### src/t1_ctrl_pkg.sv
// constants, field positions and enumerations for the transmit/common control bank
// Summary of operation
// fallback bit switches formatter to receive clock
// frame bits generated internally when passthru clear
// zero byte interchange enable gates transmit processing
// double-wide sync pulse in signaling frames
// host keeps double-wide clear in multiframe/input
// sync mode selects frame or multiframe boundaries
// sync direction selects pin input or output
// yellow style selects bit two or frame twelve
// bit seven forced high in all-zero bytes
// test mode 00 normal, 01 all tristate
// test mode 10 drives low, 11 high
// transmit elastic store bypassed or inserted
// receive elastic store bypassed or inserted
// receive signaling bits forced to ones
// host sets clock rate select per backplane
// local loopback replaces line input with transmit
// remote loopback resends recovered line data
// payload loopback loops payload, receive clock transmits
// framer loopback loops transmit, sends unframed ones
// registers store full byte and read back
package t1_ctrl_pkg;
	// register byte addresses on the parallel control port
	localparam logic [7:0] TX_CTRL_ONE_ADDR = 8'h35;
	localparam logic [7:0] TX_CTRL_TWO_ADDR = 8'h36;
	localparam logic [7:0] COMMON_CTRL_ONE_ADDR = 8'h37;
	// reset and unmapped read values
	localparam logic [7:0] REG_RESET = 8'h00;
	localparam logic [7:0] UNMAPPED_READ = 8'h00;
	// transmit control one fields
	localparam int TC1_CLOCK_FALLBACK = 7;
	localparam int TC1_FRAME_PASSTHRU = 6;
	// transmit control two fields
	localparam int TC2_TEST_HI = 7;
	localparam int TC2_TEST_LO = 6;
	localparam int TC2_ZBTSI = 5;
	localparam int TC2_SYNC_DOUBLE = 4;
	localparam int TC2_SYNC_MODE = 3;
	localparam int TC2_SYNC_DIR = 2;
	localparam int TC2_YELLOW_STYLE = 1;
	localparam int TC2_B7_SUPPRESS = 0;
	// common control one fields
	localparam int CC1_TX_ELASTIC = 7;
	localparam int CC1_LOCAL_LOOP = 6;
	localparam int CC1_RX_SIG_ONES = 5;
	localparam int CC1_REMOTE_LOOP = 4;
	localparam int CC1_CLOCK_RATE = 3;
	localparam int CC1_RX_ELASTIC = 2;
	localparam int CC1_PAYLOAD_LOOP = 1;
	localparam int CC1_FRAMER_LOOP = 0;
	// channel byte bit indices (bit 1 is the msb of a channel)
	localparam int BIT_SEVEN_IDX = 1;
	localparam int BIT_TWO_IDX = 6;
	localparam logic [7:0] ZERO_BYTE = 8'h00;
	// transmit clock loss detection timing
	localparam int CLK_PERIOD_NS = 40;
	localparam int TX_CLOCK_LOSS_NS = 2000;
	localparam int LOSS_COUNT_W = 7;
	localparam logic [LOSS_COUNT_W-1:0] TX_CLOCK_LOSS_CYCLES =
		LOSS_COUNT_W'((TX_CLOCK_LOSS_NS + CLK_PERIOD_NS - 1) / CLK_PERIOD_NS);
	// output pin test modes
	typedef enum logic [1:0] {
		TEST_NORMAL = 2'h0,
		TEST_TRISTATE = 2'h1,
		TEST_DRIVE_LOW = 2'h2,
		TEST_DRIVE_HIGH = 2'h3
	} test_mode_t;
	// transmit sync pulse generator states
	typedef enum logic [1:0] {
		SYNC_IDLE = 2'h0,
		SYNC_PULSE = 2'h1,
		SYNC_EXTEND = 2'h3
	} tx_sync_state_t;
endpackage

### src/t1_transmit_common_control.sv
// transmit control, common control registers and the loopback and pin logic they steer
`timescale 1ns/10ps
module t1_transmit_common_control (
	input wire logic sys_clk,
	input wire logic reset_n,
	input wire logic [7:0] bus_addr,
	input wire logic [7:0] bus_wdata,
	input wire logic bus_write,
	input wire logic bus_read,
	output logic [7:0] bus_rdata,
	output logic bus_rdata_valid,
	output logic bus_data_oe,
	input wire logic transmit_clock_input,
	input wire logic transmit_serial_data_in,
	input wire logic line_in_positive,
	input wire logic line_in_negative,
	input wire logic transmit_sync_pin_in,
	input wire logic tx_bit_strobe,
	input wire logic tx_frame_start,
	input wire logic tx_multiframe_start,
	input wire logic tx_signaling_frame,
	input wire logic tx_line_pos,
	input wire logic tx_line_neg,
	input wire logic rx_recovered_pos,
	input wire logic rx_recovered_neg,
	input wire logic rx_serial_bit,
	input wire logic rx_signaling_slot,
	input wire logic yellow_alarm_request,
	input wire logic [7:0] tx_byte,
	input wire logic tx_byte_valid,
	output logic tx_clock_from_rx,
	output logic frame_bits_internal,
	output logic zbtsi_en,
	output logic yellow_bit2_force,
	output logic yellow_sbit_f12,
	output logic tx_elastic_en,
	output logic rx_elastic_en,
	output logic system_clock_rate_select,
	output logic tx_payload_from_rx,
	output logic rx_clock_from_tx,
	output logic tx_serial_to_formatter,
	output logic rx_line_to_framer_pos,
	output logic rx_line_to_framer_neg,
	output logic [7:0] tx_stuffed_byte,
	output logic tx_stuffed_valid,
	output logic transmit_sync_out,
	output logic transmit_sync_oe,
	output logic tx_sync_in_level,
	output logic line_out_positive,
	output logic line_out_negative,
	output logic line_out_oe,
	output logic receive_serial_data_out,
	output logic receive_serial_oe
);
	localparam int PIN_COUNT = 5; // pins that need synchronising

	// register index decode shared by write and read paths
	function automatic logic [1:0] reg_select(input logic [7:0] addr);
		if (addr == t1_ctrl_pkg::TX_CTRL_ONE_ADDR) begin
			return 2'h1;
		end else if (addr == t1_ctrl_pkg::TX_CTRL_TWO_ADDR) begin
			return 2'h2;
		end else if (addr == t1_ctrl_pkg::COMMON_CTRL_ONE_ADDR) begin
			return 2'h3;
		end else begin
			return 2'h0;
		end
	endfunction

	// test mode override of one pin: returns {value, enable}
	function automatic logic [1:0] pin_test(input t1_ctrl_pkg::test_mode_t mode,
		input logic value, input logic enable);
		case (mode)
			t1_ctrl_pkg::TEST_TRISTATE: return {value, 1'b0};
			t1_ctrl_pkg::TEST_DRIVE_LOW: return 2'b01;
			t1_ctrl_pkg::TEST_DRIVE_HIGH: return 2'b11;
			default: return {value, enable};
		endcase
	endfunction

	logic [7:0] transmit_control_one; // clock fallback, frame bit source
	logic [7:0] transmit_control_two; // test, sync, yellow, stuffing
	logic [7:0] common_control_one; // elastic stores, loopbacks
	logic [7:0] next_tc1;
	logic [7:0] next_tc2;
	logic [7:0] next_cc1;
	logic [7:0] next_rdata;
	logic next_rdata_valid;
	logic next_data_oe;
	t1_ctrl_pkg::test_mode_t test_mode; // decoded output test mode

	assign test_mode = t1_ctrl_pkg::test_mode_t'({transmit_control_two[t1_ctrl_pkg::TC2_TEST_HI],
		transmit_control_two[t1_ctrl_pkg::TC2_TEST_LO]});

	// host writes store the whole byte
	always_comb begin
		next_tc1 = transmit_control_one;
		next_tc2 = transmit_control_two;
		next_cc1 = common_control_one;
		if (bus_write) begin
			case (reg_select(bus_addr))
				2'h1: next_tc1 = bus_wdata;
				2'h2: next_tc2 = bus_wdata;
				2'h3: next_cc1 = bus_wdata;
				default: next_tc1 = transmit_control_one; // unmapped write ignored
			endcase
		end
	end

	// host reads return the stored byte, unmapped reads zero
	always_comb begin
		next_rdata_valid = bus_read;
		next_data_oe = bus_read && (test_mode != t1_ctrl_pkg::TEST_TRISTATE);
		next_rdata = bus_rdata;
		if (bus_read) begin
			case (reg_select(bus_addr))
				2'h1: next_rdata = transmit_control_one;
				2'h2: next_rdata = transmit_control_two;
				2'h3: next_rdata = common_control_one;
				default: next_rdata = t1_ctrl_pkg::UNMAPPED_READ;
			endcase
		end
	end

	// register bank and read port
	always_ff @(posedge sys_clk) begin
		if (!reset_n) begin
			transmit_control_one <= t1_ctrl_pkg::REG_RESET;
			transmit_control_two <= t1_ctrl_pkg::REG_RESET;
			common_control_one <= t1_ctrl_pkg::REG_RESET;
			bus_rdata <= t1_ctrl_pkg::UNMAPPED_READ;
			bus_rdata_valid <= 1'b0;
			bus_data_oe <= 1'b0;
		end else begin
			transmit_control_one <= next_tc1;
			transmit_control_two <= next_tc2;
			common_control_one <= next_cc1;
			bus_rdata <= next_rdata;
			bus_rdata_valid <= next_rdata_valid;
			bus_data_oe <= next_data_oe;
		end
	end

	// two-stage synchronisers for the asynchronous pins
	logic [PIN_COUNT-1:0] pin_raw;
	logic [PIN_COUNT-1:0] pin_meta; // first stage, read only by second
	logic [PIN_COUNT-1:0] pin_sync; // second stage, safe to use
	assign pin_raw = {transmit_sync_pin_in, line_in_negative, line_in_positive,
		transmit_serial_data_in, transmit_clock_input};
	generate
		for (genvar i = 0; i < PIN_COUNT; i++) begin : g_sync
			always_ff @(posedge sys_clk) begin
				if (!reset_n) begin
					pin_meta[i] <= 1'b0;
					pin_sync[i] <= 1'b0;
				end else begin
					pin_meta[i] <= pin_raw[i];
					pin_sync[i] <= pin_meta[i];
				end
			end
		end
	endgenerate

	// watch the transmit clock for stalls
	logic tx_clock_lost;
	transmit_activity_monitor u_tx_clock_watch (
		.sys_clk(sys_clk),
		.reset_n(reset_n),
		.clock_level(pin_sync[0]),
		.clock_lost(tx_clock_lost)
	);

	// field views
	logic fallback_en, remote_loop, framer_loop, local_loop, payload_loop, sig_ones;
	assign fallback_en = transmit_control_one[t1_ctrl_pkg::TC1_CLOCK_FALLBACK];
	assign remote_loop = common_control_one[t1_ctrl_pkg::CC1_REMOTE_LOOP];
	assign framer_loop = common_control_one[t1_ctrl_pkg::CC1_FRAMER_LOOP];
	assign local_loop = common_control_one[t1_ctrl_pkg::CC1_LOCAL_LOOP];
	assign payload_loop = common_control_one[t1_ctrl_pkg::CC1_PAYLOAD_LOOP];
	assign sig_ones = common_control_one[t1_ctrl_pkg::CC1_RX_SIG_ONES];

	// transmit sync pulse generator
	t1_ctrl_pkg::tx_sync_state_t sync_state;
	t1_ctrl_pkg::tx_sync_state_t next_sync_state;
	logic sync_boundary; // selected boundary for this bit time
	always_comb begin
		sync_boundary = transmit_control_two[t1_ctrl_pkg::TC2_SYNC_MODE] ?
			tx_multiframe_start : tx_frame_start;
		next_sync_state = sync_state;
		case (sync_state)
			t1_ctrl_pkg::SYNC_IDLE: begin
				if (tx_bit_strobe && sync_boundary) begin
					next_sync_state = t1_ctrl_pkg::SYNC_PULSE;
				end
			end
			t1_ctrl_pkg::SYNC_PULSE: begin
				if (tx_bit_strobe) begin
					// second bit time only in signaling frames
					if (transmit_control_two[t1_ctrl_pkg::TC2_SYNC_DOUBLE] && tx_signaling_frame) begin
						next_sync_state = t1_ctrl_pkg::SYNC_EXTEND;
					end else begin
						next_sync_state = t1_ctrl_pkg::SYNC_IDLE;
					end
				end
			end
			t1_ctrl_pkg::SYNC_EXTEND: begin
				if (tx_bit_strobe) begin
					next_sync_state = t1_ctrl_pkg::SYNC_IDLE;
				end
			end
			default: next_sync_state = t1_ctrl_pkg::SYNC_IDLE;
		endcase
	end

	// sync state register
	always_ff @(posedge sys_clk) begin
		if (!reset_n) begin
			sync_state <= t1_ctrl_pkg::SYNC_IDLE;
		end else begin
			sync_state <= next_sync_state;
		end
	end

	// bit seven stuffing of all-zero channel bytes
	logic [7:0] next_stuffed_byte;
	logic next_stuffed_valid;
	always_comb begin
		next_stuffed_valid = tx_byte_valid;
		next_stuffed_byte = tx_stuffed_byte;
		if (tx_byte_valid) begin
			next_stuffed_byte = tx_byte;
			if (transmit_control_two[t1_ctrl_pkg::TC2_B7_SUPPRESS] &&
				tx_byte == t1_ctrl_pkg::ZERO_BYTE) begin
				next_stuffed_byte[t1_ctrl_pkg::BIT_SEVEN_IDX] = 1'b1;
			end
			if (yellow_bit2_force) begin
				next_stuffed_byte[t1_ctrl_pkg::BIT_TWO_IDX] = 1'b0;
			end
		end
	end

	// loopback muxes, configuration levels and pin drivers
	logic ones_phase; // alternates marks for the all-ones pattern
	logic next_ones_phase;
	logic [1:0] next_sync_pin, next_lpos, next_lneg, next_receive_serial_data_out;
	logic next_lpos_val, next_lneg_val;
	always_comb begin
		next_ones_phase = ones_phase ^ tx_bit_strobe;
		if (remote_loop) begin
			next_lpos_val = rx_recovered_pos;
			next_lneg_val = rx_recovered_neg;
		end else if (framer_loop) begin
			next_lpos_val = ~ones_phase;
			next_lneg_val = ones_phase;
		end else begin
			next_lpos_val = tx_line_pos;
			next_lneg_val = tx_line_neg;
		end
		next_sync_pin = pin_test(test_mode, sync_state != t1_ctrl_pkg::SYNC_IDLE,
			transmit_control_two[t1_ctrl_pkg::TC2_SYNC_DIR]);
		next_lpos = pin_test(test_mode, next_lpos_val, 1'b1);
		next_lneg = pin_test(test_mode, next_lneg_val, 1'b1);
		next_receive_serial_data_out = pin_test(test_mode, rx_serial_bit | (sig_ones & rx_signaling_slot), 1'b1);
	end

	// output registers
	always_ff @(posedge sys_clk) begin
		if (!reset_n) begin
			ones_phase <= 1'b0;
			tx_clock_from_rx <= 1'b0;
			frame_bits_internal <= 1'b1;
			zbtsi_en <= 1'b0;
			yellow_bit2_force <= 1'b0;
			yellow_sbit_f12 <= 1'b0;
			tx_elastic_en <= 1'b0;
			rx_elastic_en <= 1'b0;
			system_clock_rate_select <= 1'b0;
			tx_payload_from_rx <= 1'b0;
			rx_clock_from_tx <= 1'b0;
			tx_serial_to_formatter <= 1'b0;
			rx_line_to_framer_pos <= 1'b0;
			rx_line_to_framer_neg <= 1'b0;
			tx_stuffed_byte <= t1_ctrl_pkg::ZERO_BYTE;
			tx_stuffed_valid <= 1'b0;
			transmit_sync_out <= 1'b0;
			transmit_sync_oe <= 1'b0;
			tx_sync_in_level <= 1'b0;
			{line_out_positive, line_out_oe} <= 2'b00;
			line_out_negative <= 1'b0;
			{receive_serial_data_out, receive_serial_oe} <= 2'b00;
		end else begin
			ones_phase <= next_ones_phase;
			tx_clock_from_rx <= (fallback_en & tx_clock_lost) | payload_loop;
			frame_bits_internal <= ~transmit_control_one[t1_ctrl_pkg::TC1_FRAME_PASSTHRU];
			zbtsi_en <= transmit_control_two[t1_ctrl_pkg::TC2_ZBTSI];
			yellow_bit2_force <= yellow_alarm_request &
				~transmit_control_two[t1_ctrl_pkg::TC2_YELLOW_STYLE];
			yellow_sbit_f12 <= yellow_alarm_request &
				transmit_control_two[t1_ctrl_pkg::TC2_YELLOW_STYLE];
			tx_elastic_en <= common_control_one[t1_ctrl_pkg::CC1_TX_ELASTIC];
			rx_elastic_en <= common_control_one[t1_ctrl_pkg::CC1_RX_ELASTIC];
			system_clock_rate_select <= common_control_one[t1_ctrl_pkg::CC1_CLOCK_RATE];
			tx_payload_from_rx <= payload_loop;
			rx_clock_from_tx <= framer_loop;
			tx_serial_to_formatter <= pin_sync[1] & ~(remote_loop | payload_loop);
			rx_line_to_framer_pos <= (local_loop | framer_loop) ? tx_line_pos : pin_sync[2];
			rx_line_to_framer_neg <= (local_loop | framer_loop) ? tx_line_neg : pin_sync[3];
			tx_stuffed_byte <= next_stuffed_byte;
			tx_stuffed_valid <= next_stuffed_valid;
			{transmit_sync_out, transmit_sync_oe} <= next_sync_pin;
			tx_sync_in_level <= pin_sync[4] & ~transmit_control_two[t1_ctrl_pkg::TC2_SYNC_DIR];
			{line_out_positive, line_out_oe} <= next_lpos;
			line_out_negative <= next_lneg[1];
			{receive_serial_data_out, receive_serial_oe} <= next_receive_serial_data_out;
		end
	end
endmodule

### src/transmit_activity_monitor.sv
// watchdog that flags a stalled transmit clock
`timescale 1ns/10ps
module transmit_activity_monitor (
	input wire logic sys_clk,
	input wire logic reset_n,
	input wire logic clock_level,
	output logic clock_lost
);
	logic prev_level; // last sampled level
	logic [t1_ctrl_pkg::LOSS_COUNT_W-1:0] idle_count; // cycles since an edge
	logic next_prev_level;
	logic [t1_ctrl_pkg::LOSS_COUNT_W-1:0] next_idle_count;
	logic next_clock_lost;

	// any change restarts the count; saturate at the loss threshold
	always_comb begin
		next_prev_level = clock_level;
		next_idle_count = idle_count;
		next_clock_lost = clock_lost;
		if (clock_level != prev_level) begin
			next_idle_count = '0;
			next_clock_lost = 1'b0;
		end else if (idle_count == t1_ctrl_pkg::TX_CLOCK_LOSS_CYCLES) begin
			next_clock_lost = 1'b1;
		end else begin
			next_idle_count = idle_count + 1'b1;
		end
	end

	// state registers
	always_ff @(posedge sys_clk) begin
		if (!reset_n) begin
			prev_level <= 1'b0;
			idle_count <= '0;
			clock_lost <= 1'b0;
		end else begin
			prev_level <= next_prev_level;
			idle_count <= next_idle_count;
			clock_lost <= next_clock_lost;
		end
	end
endmodule
### config.mk
export PLATFORM = sky130hd
export DESIGN_NAME = t1_transmit_common_control
export DESIGN_NICKNAME = d
export VERILOG_FILES = /design/src/t1_ctrl_pkg.sv /design/src/t1_transmit_common_control.sv /design/src/transmit_activity_monitor.sv
export SDC_FILE = /design/constraint.sdc
export NUM_CORES = 1
export LEC_CHECK = 0
export BUFFER_PORTS_ARGS = -buffer_cell sky130_fd_sc_hd__clkbuf_2
export CAP_MARGIN = 5
export CORE_AREA = 2 2 80 82
export DETAILED_ROUTE_END_ITERATION = 8
export DIE_AREA = 0 0 82 84
export GPL_TIMING_DRIVEN = 0
export PLACE_DENSITY = 0.82
export REMOVE_ABC_BUFFERS = 1
export SLEW_MARGIN = 20
export SYNTH_ARGS = -nofsm -noshare
export SYNTH_HDL_FRONTEND = slang
export SYNTH_SLANG_ARGS = --single-unit
### constraint.sdc
create_clock -name sys_clk -period 3.8 [get_ports sys_clk]
set_clock_uncertainty 0.05 [all_clocks]
set_input_delay 0.76 -clock sys_clk [delete_from_list [all_inputs] [get_ports sys_clk]]
set_output_delay 0.76 -clock sys_clk [all_outputs]
set_load 0.01 [all_outputs]
==> metrics.txt <==
Psw 0.000366 W; Top Usage Layer GRT met2; CTS H-tree lvls 3; CTS buffer count 9; Max Root-Sink Buffers 2; CTS tree built; Mapped Cells 317; outcome finished, final reports clean; FP Rows 29; setup tns final 0 ps; met2 Use GR 32.7%; Worst Path Required 3970 ps; Synth Register Bits 85; DP Wirelength 4600 microns; sequential share of power 53.3%; Placer Congestion 0.816; GR Overflow Total 0; Worst-Skew Late Latency 340 ps; Crit. End Element register; Die ar. 6890 sq um; Initial DRC Count 88; Die Wd 82 microns; met1 usage 27.8%; first drt pass iteration count 4; critical path's slowest cell nor2b_1; Die Y-Extent 84 microns; Rel. slew slack 39.2%; cell taking the most area after synthesis dfxtp_1; Clock power frac 40.3%; Final Core Density 64.7%; Area Growth Syn to Fin 20.1%; Post-CTS Setup Inserts 0; Post-synth EDFFs 0; power density cells 440 nW/um^2; Netlist Area Pre-Place 3280 sq um; worst hold path type reg2reg; Max VDD drop 291 uV; Buf+Inv Stages, Crit Path 1; Post-Route WL 6570 microns; Fmax achieved 444 MHz; clock-pin slew on the worst setup and hold paths 70 ps; ranking of synthesized cells by area dfxtp_1 52%, mux2i_1 10%, nand2_1 5.0%, nor2b_1 3.2%, and2_1 3.0%; worst endpoint data arrival time 2420 ps; Async SR Flop Fraction 0%; average footprint of a synthesized cell 10.4 sq um; Final period util 59.3%; # IOs 85; CTS resizes 0; layout cells sized above 1 27.9%; grt met3 use 3.25%; pin count of the biggest net entering global routing 77; # clock sinks 85; Startpoint Class input pin; kind of critical path in2reg; dominant synthesized flop cell dfxtp_1; initial antenna violation count 0; nets@finish 443; Root Driver clkbuf_8; count of cell types in the netlist 45; leakage power 1.97 nW; number of synthesis warnings 0; Yosys top cell area share 51.8%; total track usage 20.6%; final setup vio count 0; core outline area 6100 sq um; MaxCap Viol Count 0; CTS Hold Bufs 0; Port Buffers 84; vias in the first global route 2411; Period minus WS final 2250 ps; crit-path max cell delay 780 ps; Crit Path Max Fanout 12; first-pass GRT wire length 11100 microns; post-route ant nets 0; worst-path cell chain clkbuf_2 > nor2b_1 > nand4_4 > mux2i_1; worst slew pin tran 910 ps; via count 2469; Int Pwr 0.00137 W; RSZ-0062 raised after global routing false; max-slew violation count 0; Logic pwr share 6.4%; Hold Fails Final Rpt 0; Initial Util 53.8%; via/cell ratio 5.17; Crit path max-delay family simple AND/OR/NAND/NOR gates; drt drc 0; sequential-to-total area share from yosys stat 51.8%; ant diodes 0; WL/cell 13.7 microns; switching share of power 21.1%
area by class of cell:
cell class | instances | area, sq um
multi-input cells | 204 | 1450
fillers | 514 | 2150
clock buffers | 12 | 155
repair buffers | 84 | 423
clock inverters | 4 | 70.1
well taps | 77 | 96.3
flip-flops and latches | 85 | 1700
inverters | 12 | 45.0
kinds of logic after synthesis:
logic type | Yosys count | synth area share, %
muxes | 42 | 13.2
DFF | 85 | 51.8
xor gates and xnor gates | 5 | 1.33
buffers and inverters | 28 | 3.93
and+or+nand+nor | 115 | 19.4
adders and majority gates | 2 | 0.762
AOI/OAI and AO/OA | 40 | 9.53
cell usage after synthesis (3+ instances only):
master	instances
buf_4	3
nor3_1	5
inv_1	12
o21ai_0	8
dfxtp_1	85
mux2i_1	33
mux2_1	7
nor2_1	11
nor2b_1	17
o211a_1	8
buf_2	4
nand3_1	4
a21oi_1	5
xor2_1	3
clkbuf_1	7
nand2_1	44
a221o_1	8
and2_1	16
path summary, 6_finish.rpt:
check	depth (start not counted)	slack [ps]	to	from
hold reg to reg	1	370	frame_bits_internal	transmit_control_one[6]
hold / removal	1	370	frame_bits_internal	transmit_control_one[6]
setup reg to reg	4	2260	u_tx_clock_watch.idle_count[0]	u_tx_clock_watch.idle_count[1]
setup / recovery	4	1550	transmit_control_one[4]	bus_addr[0]
registers in the layout (all words and copies together) (netlist names), 2 cells and up:
| signal | cells |
|---|---|
| bus_rdata | 8 |
| transmit_control_one | 8 |
| common_control_one | 8 |
| transmit_control_two | 8 |
| tx_stuffed_byte | 8 |
| sync_state | 2 |
| u_tx_clock_watch.idle_count | 7 |
| pin_meta | 5 |
| pin_sync | 5 |
cells in the final DEF, fill, tap and decap left out, types with 3 or more instances in the layout:
cell type	count
dfxtp_1	85
clkbuf_8	11
mux2i_1	33
mux2_1	7
a21oi_1	5
nor2b_1	17
a221o_1	8
nand2_1	44
nor2_1	11
inv_1	12
and2_1	16
xor2_1	3
clkbuf_2	83
o211a_1	8
nor3_1	5
nand3_1	4
o21ai_0	8
stage by stage:
stage / setup slack (ps) / total power, W / hold slack [ps] / cells / area (sq um)
after floorplan: 1890 / 0.000992 / 327 / 301 / 3200
after global placement: 1140 / 0.00105 / 355 / 462 / 3710
after detailed placement: 1210 / 0.00106 / 362 / 462 / 3720
after CTS: 1540 / 0.00175 / 378 / 478 / 3940
after global routing: 1430 / 0.00180 / 412 / 478 / 3940
final: 1550 / 0.00173 / 373 / 478 / 3940
routing by layer:
| layer | vias to the layer above | wire length [microns] |
|---|---|---|
| li1 | 1252 | - |
| met1 | 1125 | 3000 |
| met2 | 83 | 3120 |
| met3 | 9 | 348 |
| met4 | 0 | 104 |
| met5 | - | 0 |
power groups by stage:
stage,clock [W],sequential (W),combinational [W]
floorplan,0,0.000948,0.0000443
global placement,0,0.000943,0.000109
detailed placement,0,0.000944,0.000112
CTS,0.000712,0.000923,0.000113
global route,0.000747,0.000925,0.000125
finish,0.000698,0.000923,0.000112
(Power assumes the default switching activity.)
